$ cat src/core/bbcfg_pkg.sv
// constants and types of the buck-boost configuration and status register bank
package bbcfg_pkg;
	// register offsets
	localparam logic [7:0] OFS_FLAG_CLEAR = 8'h03;
	localparam logic [7:0] OFS_POWER_PATH_STATUS = 8'h21;
	localparam logic [7:0] OFS_FAULT_SUMMARY = 8'h78;
	localparam logic [7:0] OFS_POWER_PATH_CONTROL = 8'h81;
	localparam logic [7:0] OFS_CONVERTER_CONFIG_0 = 8'hd0;
	localparam logic [7:0] OFS_CONVERTER_CONFIG_1 = 8'hd1;
	localparam logic [7:0] OFS_SLEW_DISCHARGE = 8'hd2;
	localparam logic [7:0] OFS_INPUT_PROTECT = 8'hd3;
	localparam logic [7:0] OFS_INPUT_DETECT_RISE = 8'hd4;
	localparam logic [7:0] OFS_POWER_STAGE = 8'hd6;
	localparam logic [7:0] OFS_LOOP_SHAPING = 8'hd7;
	localparam logic [7:0] OFS_FEEDBACK = 8'hd8;
	// reset values
	localparam logic [7:0] RST_POWER_PATH_CONTROL = 8'h00;
	localparam logic [7:0] RST_CONVERTER_CONFIG_0 = 8'h20;
	localparam logic [7:0] RST_CONVERTER_CONFIG_1 = 8'h09;
	localparam logic [7:0] RST_SLEW_DISCHARGE = 8'h42;
	localparam logic [7:0] RST_INPUT_PROTECT = 8'ha0;
	localparam logic [7:0] RST_INPUT_DETECT_RISE = 8'h03;
	localparam logic [7:0] RST_POWER_STAGE = 8'h15;
	localparam logic [7:0] RST_LOOP_SHAPING = 8'h15;
	localparam logic [7:0] RST_FEEDBACK = 8'h8b;
	// implemented-bit masks
	localparam logic [7:0] MSK_POWER_PATH_STATUS = 8'h40;
	localparam logic [7:0] MSK_POWER_PATH_CONTROL = 8'h03;
	localparam logic [7:0] MSK_CONVERTER_CONFIG_0 = 8'h7f;
	localparam logic [7:0] MSK_SLEW_DISCHARGE = 8'h7f;
	localparam logic [7:0] MSK_INPUT_DETECT_RISE = 8'h1f;
	localparam logic [7:0] MSK_LOOP_SHAPING = 8'h3f;
	// field positions
	localparam int BIT_CONST_CURRENT = 6;
	localparam int BIT_BUSY = 7;
	localparam int BIT_OFF = 6;
	localparam int BIT_OVERVOLTAGE = 5;
	localparam int BIT_OVERCURRENT = 4;
	localparam int BIT_UNDERVOLTAGE = 3;
	localparam int BIT_TEMPERATURE = 2;
	localparam int BIT_COMM_LOGIC_MEM = 1;
	localparam int BIT_OTHER = 0;
	localparam int BIT_FORCE_DRAIN = 1;
	localparam int BIT_STAGE_ON = 0;
	localparam int BIT_NEG_LIMIT = 6;
	localparam int BIT_AUX_REG = 5;
	localparam int BIT_IMON_LIMITER = 4;
	localparam int BIT_HICCUP = 3;
	localparam int BIT_DUAL_SPREAD = 2;
	localparam int BIT_MICRO_SLEEP = 1;
	localparam int BIT_THERMAL_WARN = 7;
	localparam int POS_THERMAL_LEVEL = 5;
	localparam int BIT_FAULT_IRQ_MODE = 4;
	localparam int BIT_TRACK_DIRECT = 3;
	localparam int BIT_BIAS_PRIORITY = 2;
	localparam int BIT_TWO_PHASE_FORCED_PWM = 1;
	localparam int BIT_TWO_PHASE_PSM = 0;
	localparam int BIT_ACTIVE_DOWN_RAMP = 6;
	localparam int POS_SLEW_SEL = 4;
	localparam int POS_DRAIN_CURRENT = 2;
	localparam int BIT_DRAIN_WITH_ENABLE = 1;
	localparam int BIT_DRAIN_TO_THRESHOLD = 0;
	localparam int BIT_INPUT_OV_PROTECT = 7;
	localparam int BIT_INPUT_V_REGULATE = 6;
	localparam int BIT_INPUT_DETECT_ON = 5;
	localparam int POS_SYNC_PIN = 6;
	localparam int BIT_CONST_DEAD_TIME = 5;
	localparam int BIT_DEAD_TIME_SCALING = 4;
	localparam int POS_MIN_DEAD_TIME = 2;
	localparam int POS_MIN_ON_OFF = 0;
	localparam int POS_INDUCTOR_DERATE = 4;
	localparam int POS_SLOPE_COMP = 0;
	localparam int BIT_FEEDBACK_RATIO = 7;
	// decoded-value figures
	localparam logic [15:0] THRESH_FALL_BASE_10MV = 16'h010e;
	localparam logic [15:0] THRESH_RISE_BASE_10MV = 16'h0118;
	localparam logic [15:0] THRESH_STEP_10MV = 16'h0014;
	localparam logic [7:0] VOUT_STEP_DIV20_MV = 8'h14;
	localparam logic [7:0] VOUT_STEP_DIV10_MV = 8'h0a;

	typedef enum logic [1:0] {
		SYNC_IN_RISE = 2'b00,
		SYNC_IN_FALL = 2'b01,
		SYNC_OUT_RISE = 2'b10,
		SYNC_OUT_FALL_180 = 2'b11
	} bbcfg_sync_e;

	typedef enum logic [1:0] {
		DRAIN_IDLE = 2'b00,
		DRAIN_RUN = 2'b01,
		DRAIN_HOLD = 2'b10
	} bbcfg_drain_e;

	// analog status, asynchronous to clk_sys_i
	typedef struct packed {
		logic busy;
		logic unit_off;
		logic output_overvoltage;
		logic output_overcurrent;
		logic input_undervoltage;
		logic temperature;
		logic comm_logic_mem_fault;
		logic other;
		logic const_current_active;
		logic drain_threshold;
		logic tracking_pwm;
	} bbcfg_status_s;

	// decoded settings towards the analog core
	typedef struct packed {
		logic negative_limit_on;
		logic aux_regulator_on;
		logic imon_limiter_on;
		logic hiccup_on;
		logic dual_spread_on;
		logic micro_sleep_on;
		logic thermal_warn_on;
		logic [7:0] thermal_warn_degc;
		logic bias_supply_priority;
		logic active_down_ramp;
		logic [15:0] slew_uv_per_us;
		logic [7:0] drain_current_ma;
		logic input_ov_protect_on;
		logic input_v_regulate_on;
		logic input_detect_on;
		logic [15:0] fall_level_10mv;
		logic [15:0] rise_level_10mv;
		bbcfg_sync_e sync_mode;
		logic const_dead_time;
		logic dead_time_scaling;
		logic [7:0] min_dead_time_ns;
		logic [7:0] min_on_off_pct;
		logic [1:0] inductor_derate_sel;
		logic [15:0] slope_comp_milli;
		logic [7:0] vout_step_mv;
	} bbcfg_cfg_s;
endpackage

$ cat src/core/bbcfg_regs.sv
// register bank with decode and status logic of the buck-boost controller
// How it works
// - unimplemented bits drop written data and read back as zero
// - status bit 6 shows constant-current limiting live, never latched
// - fault byte bit 7 is busy, bit 6 is unit off
// - fault byte bits 5..0 flag overvoltage, overcurrent, undervoltage, temperature, comm, other
// - control bit 1 set starts output drain, clear stops it
// - power stage enabled by either control bit 0 or config0 bit 0
// - config0 resets 20h with limit, aux regulator, limiter, hiccup, spread, sleep enables
// - config1 bit 7 enables thermal warning; 2-bit level 140/125/110/95 degC
// - config1 bit 4 selects fault pin interrupt or indicator behaviour
// - config1 bit 3 lets tracking start without waiting for tracking PWM
// - config1 resets 09h; two-phase in power-save, forced-PWM; bias priority
// - slew field 40/20/1/0.5 mV/us; bit 6 enables active down-ramp
// - drain current 25, 50, 75, 75 mA for codes 0..3
// - slew/drain register resets 42h; bit 1 ties drain to enable, bit 0 holds
// - input-protect resets A0h; bit 7 enables protect, or regulate if bit 6 is set; bit 5 detect
// - falling detect threshold 2.7 V plus 0.2 V per code, reset 0
// - rising detect threshold 2.8 V plus 0.2 V per code, reset 3
// - sync pin role: input rise, input fall, output rise, output fall 180
// - dead time 10/20/40/60 ns; constant-dead-time and scaling enable bits
// - min on/off scale 0.75/1/1.25/1.5, reset code 1
// - slope ratio 0.125 steps for codes 0..7, 0.5 steps 1.5..5 above
// - feedback bit 7 selects ratio 10 or 20, resets to 20
// - output target step is 20 mV at ratio 20, 10 mV at 10
// - any access to the flag-clear address clears all latched flags
`timescale 1ns/1ps
module bbcfg_regs (
	input wire logic clk_sys_i,
	input wire logic rst_i,
	input wire logic [7:0] reg_addr_i,
	input wire logic reg_wr_i,
	input wire logic [7:0] reg_wdata_i,
	input wire logic reg_rd_i,
	output logic [7:0] reg_rdata_o,
	output logic reg_rvalid_o,
	input wire bbcfg_pkg::bbcfg_status_s status_i,
	input wire logic forced_pwm_i,
	input wire logic tracking_enable_i,
	output logic power_stage_on_o,
	output logic drain_active_o,
	output logic two_phase_active_o,
	output logic start_permit_o,
	output logic fault_pin_n_o,
	output bbcfg_pkg::bbcfg_cfg_s cfg_o
);
	import bbcfg_pkg::*;

	// threshold code to level in 10 mV units
	function automatic logic [15:0] detect_level(input logic [15:0] base, input logic [4:0] code);
		logic [15:0] step;
		step = 16'(code) * THRESH_STEP_10MV;
		detect_level = base + step;
	endfunction

	// value with the implemented-bit mask applied
	function automatic logic [7:0] masked(input logic [7:0] value, input logic [7:0] mask);
		masked = value & mask;
	endfunction

	bbcfg_status_s sync1_r;
	bbcfg_status_s sync2_r;
	logic [7:0] ctrl_r;
	logic [7:0] cfg0_r;
	logic [7:0] cfg1_r;
	logic [7:0] slew_r;
	logic [7:0] inprot_r;
	logic [7:0] rise_r;
	logic [7:0] stage_r;
	logic [7:0] loop_r;
	logic [7:0] fb_r;
	logic [5:0] flags_r;
	logic [5:0] flags_nxt;
	logic [5:0] live_faults;
	logic flag_clear;
	logic irq_pend_r;
	logic pwm_prev_r;
	logic pwm_seen_r;
	logic stage_on;
	logic drain_request;
	bbcfg_drain_e drain_state_r;
	bbcfg_drain_e drain_nxt;
	logic [7:0] rd_mux;
	logic [7:0] fault_byte;
	logic [3:0] slope_code;

	// two-stage synchroniser for analog status
	always_ff @(posedge clk_sys_i) begin
		if (rst_i) begin
			sync1_r <= '0;
			sync2_r <= '0;
		end else begin
			sync1_r <= status_i;
			sync2_r <= sync1_r;
		end
	end

	// writable registers, unimplemented bits masked on write
	always_ff @(posedge clk_sys_i) begin
		if (rst_i) begin
			ctrl_r <= RST_POWER_PATH_CONTROL;
			cfg0_r <= RST_CONVERTER_CONFIG_0;
			cfg1_r <= RST_CONVERTER_CONFIG_1;
			slew_r <= RST_SLEW_DISCHARGE;
			inprot_r <= RST_INPUT_PROTECT;
			rise_r <= RST_INPUT_DETECT_RISE;
			stage_r <= RST_POWER_STAGE;
			loop_r <= RST_LOOP_SHAPING;
			fb_r <= RST_FEEDBACK;
		end else if (reg_wr_i) begin
			case (reg_addr_i)
				OFS_POWER_PATH_CONTROL: begin
					ctrl_r <= masked(reg_wdata_i, MSK_POWER_PATH_CONTROL);
				end
				OFS_CONVERTER_CONFIG_0: begin
					cfg0_r <= masked(reg_wdata_i, MSK_CONVERTER_CONFIG_0);
				end
				OFS_CONVERTER_CONFIG_1: begin
					cfg1_r <= reg_wdata_i;
				end
				OFS_SLEW_DISCHARGE: begin
					slew_r <= masked(reg_wdata_i, MSK_SLEW_DISCHARGE);
				end
				OFS_INPUT_PROTECT: begin
					inprot_r <= reg_wdata_i;
				end
				OFS_INPUT_DETECT_RISE: begin
					rise_r <= masked(reg_wdata_i, MSK_INPUT_DETECT_RISE);
				end
				OFS_POWER_STAGE: begin
					stage_r <= reg_wdata_i;
				end
				OFS_LOOP_SHAPING: begin
					loop_r <= masked(reg_wdata_i, MSK_LOOP_SHAPING);
				end
				OFS_FEEDBACK: begin
					fb_r <= reg_wdata_i;
				end
				default: begin
				end
			endcase
		end
	end

	// latched fault flags
	assign live_faults = {sync2_r.output_overvoltage, sync2_r.output_overcurrent,
		sync2_r.input_undervoltage, sync2_r.temperature,
		sync2_r.comm_logic_mem_fault, sync2_r.other};
	assign flag_clear = (reg_wr_i | reg_rd_i) && (reg_addr_i == OFS_FLAG_CLEAR);

	// new events win over a clear in the same cycle
	always_comb begin
		flags_nxt = flags_r;
		if (flag_clear) begin
			flags_nxt = '0;
		end
		flags_nxt = flags_nxt | live_faults;
	end

	always_ff @(posedge clk_sys_i) begin
		if (rst_i) begin
			flags_r <= '0;
		end else begin
			flags_r <= flags_nxt;
		end
	end

	// summary byte: busy and off live, the rest latched
	always_comb begin
		fault_byte = 8'h00;
		fault_byte[BIT_BUSY] = sync2_r.busy;
		fault_byte[BIT_OFF] = sync2_r.unit_off | ~stage_on;
		fault_byte[BIT_OVERVOLTAGE] = flags_r[5];
		fault_byte[BIT_OVERCURRENT] = flags_r[4];
		fault_byte[BIT_UNDERVOLTAGE] = flags_r[3];
		fault_byte[BIT_TEMPERATURE] = flags_r[2];
		fault_byte[BIT_COMM_LOGIC_MEM] = flags_r[1];
		fault_byte[BIT_OTHER] = flags_r[0];
	end

	// fault pin: interrupt mode holds until cleared, indicator follows flags
	always_ff @(posedge clk_sys_i) begin
		if (rst_i) begin
			irq_pend_r <= 1'b0;
		end else if ((flags_nxt & ~flags_r) != 6'h00) begin
			irq_pend_r <= 1'b1;
		end else if (flag_clear) begin
			irq_pend_r <= 1'b0;
		end
	end

	always_ff @(posedge clk_sys_i) begin
		if (rst_i) begin
			fault_pin_n_o <= 1'b1;
		end else if (cfg1_r[BIT_FAULT_IRQ_MODE]) begin
			fault_pin_n_o <= ~irq_pend_r;
		end else begin
			fault_pin_n_o <= ~(|flags_r);
		end
	end

	// power stage enable from either register
	assign stage_on = ctrl_r[BIT_STAGE_ON] | cfg0_r[BIT_STAGE_ON];

	always_ff @(posedge clk_sys_i) begin
		if (rst_i) begin
			power_stage_on_o <= 1'b0;
		end else begin
			power_stage_on_o <= stage_on;
		end
	end

	// output drain sequencing
	assign drain_request = ctrl_r[BIT_FORCE_DRAIN] |
		(slew_r[BIT_DRAIN_WITH_ENABLE] & ~stage_on);

	always_comb begin
		drain_nxt = drain_state_r;
		case (drain_state_r)
			DRAIN_IDLE: begin
				if (drain_request && !sync2_r.drain_threshold) begin
					drain_nxt = DRAIN_RUN;
				end
			end
			DRAIN_RUN: begin
				if (!drain_request) begin
					if (slew_r[BIT_DRAIN_TO_THRESHOLD] && !sync2_r.drain_threshold) begin
						drain_nxt = DRAIN_HOLD;
					end else begin
						drain_nxt = DRAIN_IDLE;
					end
				end else if (slew_r[BIT_DRAIN_TO_THRESHOLD] && sync2_r.drain_threshold) begin
					drain_nxt = DRAIN_IDLE;
				end
			end
			DRAIN_HOLD: begin
				if (sync2_r.drain_threshold) begin
					drain_nxt = DRAIN_IDLE;
				end else if (drain_request) begin
					drain_nxt = DRAIN_RUN;
				end
			end
			default: begin
				drain_nxt = DRAIN_IDLE;
			end
		endcase
	end

	always_ff @(posedge clk_sys_i) begin
		if (rst_i) begin
			drain_state_r <= DRAIN_IDLE;
		end else begin
			drain_state_r <= drain_nxt;
		end
	end

	always_ff @(posedge clk_sys_i) begin
		if (rst_i) begin
			drain_active_o <= 1'b0;
		end else begin
			drain_active_o <= (drain_nxt != DRAIN_IDLE);
		end
	end

	// tracking PWM edge seen since the stage was enabled
	always_ff @(posedge clk_sys_i) begin
		if (rst_i) begin
			pwm_prev_r <= 1'b0;
			pwm_seen_r <= 1'b0;
		end else begin
			pwm_prev_r <= sync2_r.tracking_pwm;
			if (!stage_on) begin
				pwm_seen_r <= 1'b0;
			end else if (sync2_r.tracking_pwm && !pwm_prev_r) begin
				pwm_seen_r <= 1'b1;
			end
		end
	end

	always_ff @(posedge clk_sys_i) begin
		if (rst_i) begin
			start_permit_o <= 1'b0;
			two_phase_active_o <= 1'b0;
		end else begin
			start_permit_o <= stage_on & (~tracking_enable_i | cfg1_r[BIT_TRACK_DIRECT] |
				pwm_seen_r);
			two_phase_active_o <= forced_pwm_i ? cfg1_r[BIT_TWO_PHASE_FORCED_PWM] :
				cfg1_r[BIT_TWO_PHASE_PSM];
		end
	end

	// decoded settings
	assign slope_code = loop_r[POS_SLOPE_COMP +: 4];

	always_ff @(posedge clk_sys_i) begin
		if (rst_i) begin
			cfg_o <= '0;
		end else begin
			cfg_o.negative_limit_on <= cfg0_r[BIT_NEG_LIMIT];
			cfg_o.aux_regulator_on <= cfg0_r[BIT_AUX_REG];
			cfg_o.imon_limiter_on <= cfg0_r[BIT_IMON_LIMITER];
			cfg_o.hiccup_on <= cfg0_r[BIT_HICCUP];
			cfg_o.dual_spread_on <= cfg0_r[BIT_DUAL_SPREAD];
			cfg_o.micro_sleep_on <= cfg0_r[BIT_MICRO_SLEEP];
			cfg_o.thermal_warn_on <= cfg1_r[BIT_THERMAL_WARN];
			case (cfg1_r[POS_THERMAL_LEVEL +: 2])
				2'h0: cfg_o.thermal_warn_degc <= 8'h8c;
				2'h1: cfg_o.thermal_warn_degc <= 8'h7d;
				2'h2: cfg_o.thermal_warn_degc <= 8'h6e;
				default: cfg_o.thermal_warn_degc <= 8'h5f;
			endcase
			cfg_o.bias_supply_priority <= cfg1_r[BIT_BIAS_PRIORITY];
			cfg_o.active_down_ramp <= slew_r[BIT_ACTIVE_DOWN_RAMP];
			case (slew_r[POS_SLEW_SEL +: 2])
				2'h0: cfg_o.slew_uv_per_us <= 16'h9c40;
				2'h1: cfg_o.slew_uv_per_us <= 16'h4e20;
				2'h2: cfg_o.slew_uv_per_us <= 16'h03e8;
				default: cfg_o.slew_uv_per_us <= 16'h01f4;
			endcase
			case (slew_r[POS_DRAIN_CURRENT +: 2])
				2'h0: cfg_o.drain_current_ma <= 8'h19;
				2'h1: cfg_o.drain_current_ma <= 8'h32;
				default: cfg_o.drain_current_ma <= 8'h4b;
			endcase
			cfg_o.input_ov_protect_on <= inprot_r[BIT_INPUT_OV_PROTECT] &
				~inprot_r[BIT_INPUT_V_REGULATE];
			cfg_o.input_v_regulate_on <= inprot_r[BIT_INPUT_OV_PROTECT] &
				inprot_r[BIT_INPUT_V_REGULATE];
			cfg_o.input_detect_on <= inprot_r[BIT_INPUT_DETECT_ON];
			cfg_o.fall_level_10mv <= detect_level(THRESH_FALL_BASE_10MV, inprot_r[4:0]);
			cfg_o.rise_level_10mv <= detect_level(THRESH_RISE_BASE_10MV, rise_r[4:0]);
			cfg_o.sync_mode <= bbcfg_sync_e'(stage_r[POS_SYNC_PIN +: 2]);
			cfg_o.const_dead_time <= stage_r[BIT_CONST_DEAD_TIME];
			cfg_o.dead_time_scaling <= stage_r[BIT_DEAD_TIME_SCALING];
			case (stage_r[POS_MIN_DEAD_TIME +: 2])
				2'h0: cfg_o.min_dead_time_ns <= 8'h0a;
				2'h1: cfg_o.min_dead_time_ns <= 8'h14;
				2'h2: cfg_o.min_dead_time_ns <= 8'h28;
				default: cfg_o.min_dead_time_ns <= 8'h3c;
			endcase
			case (stage_r[POS_MIN_ON_OFF +: 2])
				2'h0: cfg_o.min_on_off_pct <= 8'h4b;
				2'h1: cfg_o.min_on_off_pct <= 8'h64;
				2'h2: cfg_o.min_on_off_pct <= 8'h7d;
				default: cfg_o.min_on_off_pct <= 8'h96;
			endcase
			cfg_o.inductor_derate_sel <= loop_r[POS_INDUCTOR_DERATE +: 2];
			if (!slope_code[3]) begin
				cfg_o.slope_comp_milli <= (16'(slope_code) + 16'h0001) * 16'h007d;
			end else begin
				cfg_o.slope_comp_milli <= 16'h05dc + 16'(slope_code[2:0]) * 16'h01f4;
			end
			cfg_o.vout_step_mv <= fb_r[BIT_FEEDBACK_RATIO] ? VOUT_STEP_DIV20_MV :
				VOUT_STEP_DIV10_MV;
		end
	end

	// read multiplexer; unmapped offsets read zero
	always_comb begin
		rd_mux = 8'h00;
		case (reg_addr_i)
			OFS_POWER_PATH_STATUS: begin
				rd_mux[BIT_CONST_CURRENT] = sync2_r.const_current_active;
			end
			OFS_FAULT_SUMMARY: rd_mux = fault_byte;
			OFS_POWER_PATH_CONTROL: rd_mux = masked(ctrl_r, MSK_POWER_PATH_CONTROL);
			OFS_CONVERTER_CONFIG_0: rd_mux = masked(cfg0_r, MSK_CONVERTER_CONFIG_0);
			OFS_CONVERTER_CONFIG_1: rd_mux = cfg1_r;
			OFS_SLEW_DISCHARGE: rd_mux = masked(slew_r, MSK_SLEW_DISCHARGE);
			OFS_INPUT_PROTECT: rd_mux = inprot_r;
			OFS_INPUT_DETECT_RISE: rd_mux = masked(rise_r, MSK_INPUT_DETECT_RISE);
			OFS_POWER_STAGE: rd_mux = stage_r;
			OFS_LOOP_SHAPING: rd_mux = masked(loop_r, MSK_LOOP_SHAPING);
			OFS_FEEDBACK: rd_mux = fb_r;
			default: rd_mux = 8'h00;
		endcase
	end

	always_ff @(posedge clk_sys_i) begin
		if (rst_i) begin
			reg_rdata_o <= 8'h00;
			reg_rvalid_o <= 1'b0;
		end else begin
			reg_rvalid_o <= reg_rd_i;
			if (reg_rd_i) begin
				reg_rdata_o <= rd_mux;
			end
		end
	end
endmodule // bbcfg_regs

$ cat config.mk
export PLATFORM = sky130hd
export DESIGN_NAME = bbcfg_regs
export DESIGN_NICKNAME = d
export VERILOG_FILES = /design/src/core/bbcfg_pkg.sv /design/src/core/bbcfg_regs.sv
export SDC_FILE = /design/constraint.sdc
export NUM_CORES = 1
export LEC_CHECK = 0
export ABC_AREA = 0
export CAP_MARGIN = 5
export CORE_ASPECT_RATIO = 0.5
export CORE_UTILIZATION = 60
export DETAILED_ROUTE_END_ITERATION = 10
export DONT_BUFFER_PORTS = 1
export PLACE_DENSITY = 0.73
export SETUP_SLACK_MARGIN = 0.05
export SYNTH_ARGS = -nofsm -noshare
export SYNTH_HDL_FRONTEND = slang
export SYNTH_SLANG_ARGS = --single-unit
$ cat constraint.sdc
create_clock -name clk_sys_i -period 4.7 [get_ports clk_sys_i]
set_clock_uncertainty 0.2 [all_clocks]
set_input_delay 0.705 -clock clk_sys_i [delete_from_list [all_inputs] [get_ports clk_sys_i]]
set_output_delay 0.705 -clock clk_sys_i [all_outputs]
set_load 0.005 [all_outputs]
==> flow_summary.toml <==
[placement]
place.gp.congestion = 0.8714
dpl_worst_slack_ps = 274.2
placedInstanceArea_mm2 = 0.008725
io_buffers = 0
hpwlAfterDp_um = 13990
post-place-cells = 1064

[yosys]
synth-seq-area-share_pct = 42.53
ys_warn_count = 0
synth_ff_type = "dfxtp_1"
ys_async_sr_fraction_pct = 0
syn_avg_cell_area_um2 = 9.576
synthCells = 924
netlist_area_mm2 = 0.008848
synth_enable_flop_cells = 0
ys_ff_latch = 188
synthDistinctLibCells = 70

[detailed_routing]
dr.pass1.iters = 5
vias_per_cell = 5.624
wl_per_cell_um = 18.04
drt_iter0_markers = 463
vias = 6164
routed_wl_um = 19780
postRouteAntennaNets = 0
drc_errors = 0

[floorplanning]
start_util_pct = 63.37
die_h_um = 87.87
coreArea_mm2 = 0.01396
rows = 30
die_x_um = 173.7
die-area_mm2 = 0.01527
io_pins = 169

[layout]
utilization_pct = 66.81
drive_gt1_share_pct = 6.527
syn2layout_area_growth_pct = 5.430
num-fill-cells = 1118
finalNonFillerCells = 1096
nets = 999
n_antenna_cell = 0
fin_area_mm2 = 0.009329

[setup_path]
critPathLaunchType = "register"
r2r-end = "cfg_o[18]$_SDFF_PP0_"
reg2regPathDepth = 14
crit_type = "reg -> reg"
cp_slowest_cell = "fa_1"
cpLargestDelayFamily = "adder cells"
setup.worst_path.end_class = "register"
path_buf_inv = 3
cp.arrival_ps = 4410
max_stage_delay_ps = 580
crit_fanout = 10
crit_required_ps = 4800
ff2ff_setup_slack_ps = 390
r2r-start = "loop_r[1]$_SDFFE_PP0P_"
crit_chain = "ha_1, nand2_1, xnor2_1, fa_1, inv_1, fa_1, inv_1, fa_1, inv_1, ha_1, o21ai_0, a21oi_1, o41ai_1, o221ai_1"

[clocking]
clock_path_buffers = 2
cts_tree = "built"
clkTransAtPathRegs_ps = 80
clockRootBuffer = "clkbuf_16"
cts_sinks = 188
cts_inserted_buffers = 17
h-tree-depth = 4
insertion_delay_ps = 430
hold_buffers = 0

[pwr]
ir_worst_vdd_v = 0.0002367
p_leak_nw = 4.095
finalPower_mw = 3.185
power.density_mw_per_mm2 = 341.4

[sta]
tightest_slew_ps = 928.7
period_minus_slack_ps = 4313
rsz0062_at_grt = "no"
slew_headroom_pct = 37.19
hold_viol = 0
setup_slack_ps = 386.8
finalSetupViolCount = 0
tns_ps = 0
timing.final.max_slew_violations = 0
fmax_mhz = 231.8
hold-worst-slack_ps = 126.9
post-route-period-util_pct = 91.77

[global_routing]
grt_pass1_vias = 5751
overflow = 0
grt_use_total_pct = 26.38
grt_pass1_wl_um = 31120
antenna_found_initial = 0
grt_max_degree = 153

[hold_path]
hold_depth = 1
hp-class = "in -> reg"
hold_end = "cfg_o[54]$_SDFF_PP0_"
worstHoldStart = "rst_i"

[status]
status = "completed"

[job]
drv_cap = 0
where the power goes:
| group | switching [mW] | internal (mW) | leakage, nW |
|---|---|---|---|
| combinational | 0.0470 | 0.0346 | 2.27 |
| sequential | 0.0191 | 1.62 | 1.54 |
| clock | 0.697 | 0.762 | 0.293 |
layout make-up:
type,instances,area [µm²],area share [%]
multi-input combinational,622,4469,47.91
sequential,188,3765,40.36
clock buffer,17,425.4,4.560
tap,192,240.2,2.575
inverter,57,214.0,2.293
clock inverter,15,177.7,1.905
timing repair buffer,5,37.54,0.4024
flip-flops by register name (all words and copies together), names as in the netlist, 2 cells and up:
signal	count
cfg0_r	7
cfg1_r	8
cfg_o	82
ctrl_r	2
drain_state_r	2
fb_r	8
flags_r	6
inprot_r	8
live_faults	6
loop_r	6
reg_rdata_o	8
rise_r	5
slew_r	7
stage_r	8
sync1_r	11
sync2_r	4
kinds of logic (layout without fill, tap and decap cells):
logic type | after synthesis | after routing | synth area share [%]
and+or+nand+nor | 309 | 309 | 18.40
DFF | 188 | 188 | 42.53
buffers and inverters | 141 | 94 | 8.173
xor gates and xnor gates | 29 | 29 | 2.870
muxes | 65 | 65 | 7.395
other | 1 | 28 | 0.04238
adders and majority gates | 75 | 75 | 11.96
AOI/OAI and AO/OA | 116 | 116 | 8.626
what timing repair did:
action	in CTS	in global routing
endpoints found under the setup margin	0	1
gates resized for setup	0	1
setup buffers	0	0
endpoints found under the hold margin	0	0
per-layer routing:
layer	vias up	GRT usage [%]	share of wire, %
met2	224	43.31	45
met1	2949	35.82	48
li1	2955	-	-
met5	-	0	0
met4	0	6.459	1.3
met3	36	5.773	6.4
Yosys cell counts (all sizes together) (16+ instances only):
master,number,share of area [%]
fa,16,3.6
buf,57,4.6
nor2,103,4.4
xor2,16,1.6
nand2,66,2.8
a21oi,36,2.0
inv,57,2.4
o21ai,18,1.0
nor2b,62,4.4
nand3,16,1.3
clkbuf,27,1.1
ha,59,8.3
mux2i,62,7.0
dfxtp,188,43
worst max-delay path by stage:
stage                      startpoint                    to  slack (ps)  cells after the start
3_5_place_dp   loop_r[1]$_SDFFE_PP0P_  cfg_o[18]$_SDFF_PP0_         270                     14
3_3_place_gp   loop_r[1]$_SDFFE_PP0P_  cfg_o[18]$_SDFF_PP0_         430                     14
4_1_cts        loop_r[1]$_SDFFE_PP0P_  cfg_o[18]$_SDFF_PP0_         250                     14
2_1_floorplan  loop_r[0]$_SDFFE_PP1P_  cfg_o[18]$_SDFF_PP0_         410                     14
6_report       loop_r[1]$_SDFFE_PP0P_  cfg_o[18]$_SDFF_PP0_         390                     14
5_1_grt        loop_r[1]$_SDFFE_PP0P_  cfg_o[18]$_SDFF_PP0_          90                     14
placed cells by master (no fill, tap or decap), types with 4 or more instances in the layout:
cell type / count
nor2_1: 103
a22oi_1: 12
nor3_1: 12
buf_4: 5
fa_1: 16
mux2i_1: 62
o22ai_1: 7
nor2b_1: 62
a211oi_1: 7
nand4_1: 7
o21ai_0: 15
inv_6: 4
xor2_1: 16
inv_1: 57
nand2_1: 65
clkbuf_16: 17
and3_1: 8
xnor2_1: 13
nand3_2: 5
dfxtp_1: 187
nand2b_1: 6
ha_1: 59
o221ai_1: 4
nand3_1: 10
a21oi_1: 36
conb_1: 28
No activity file was read; power rests on OpenSTA's default activity.
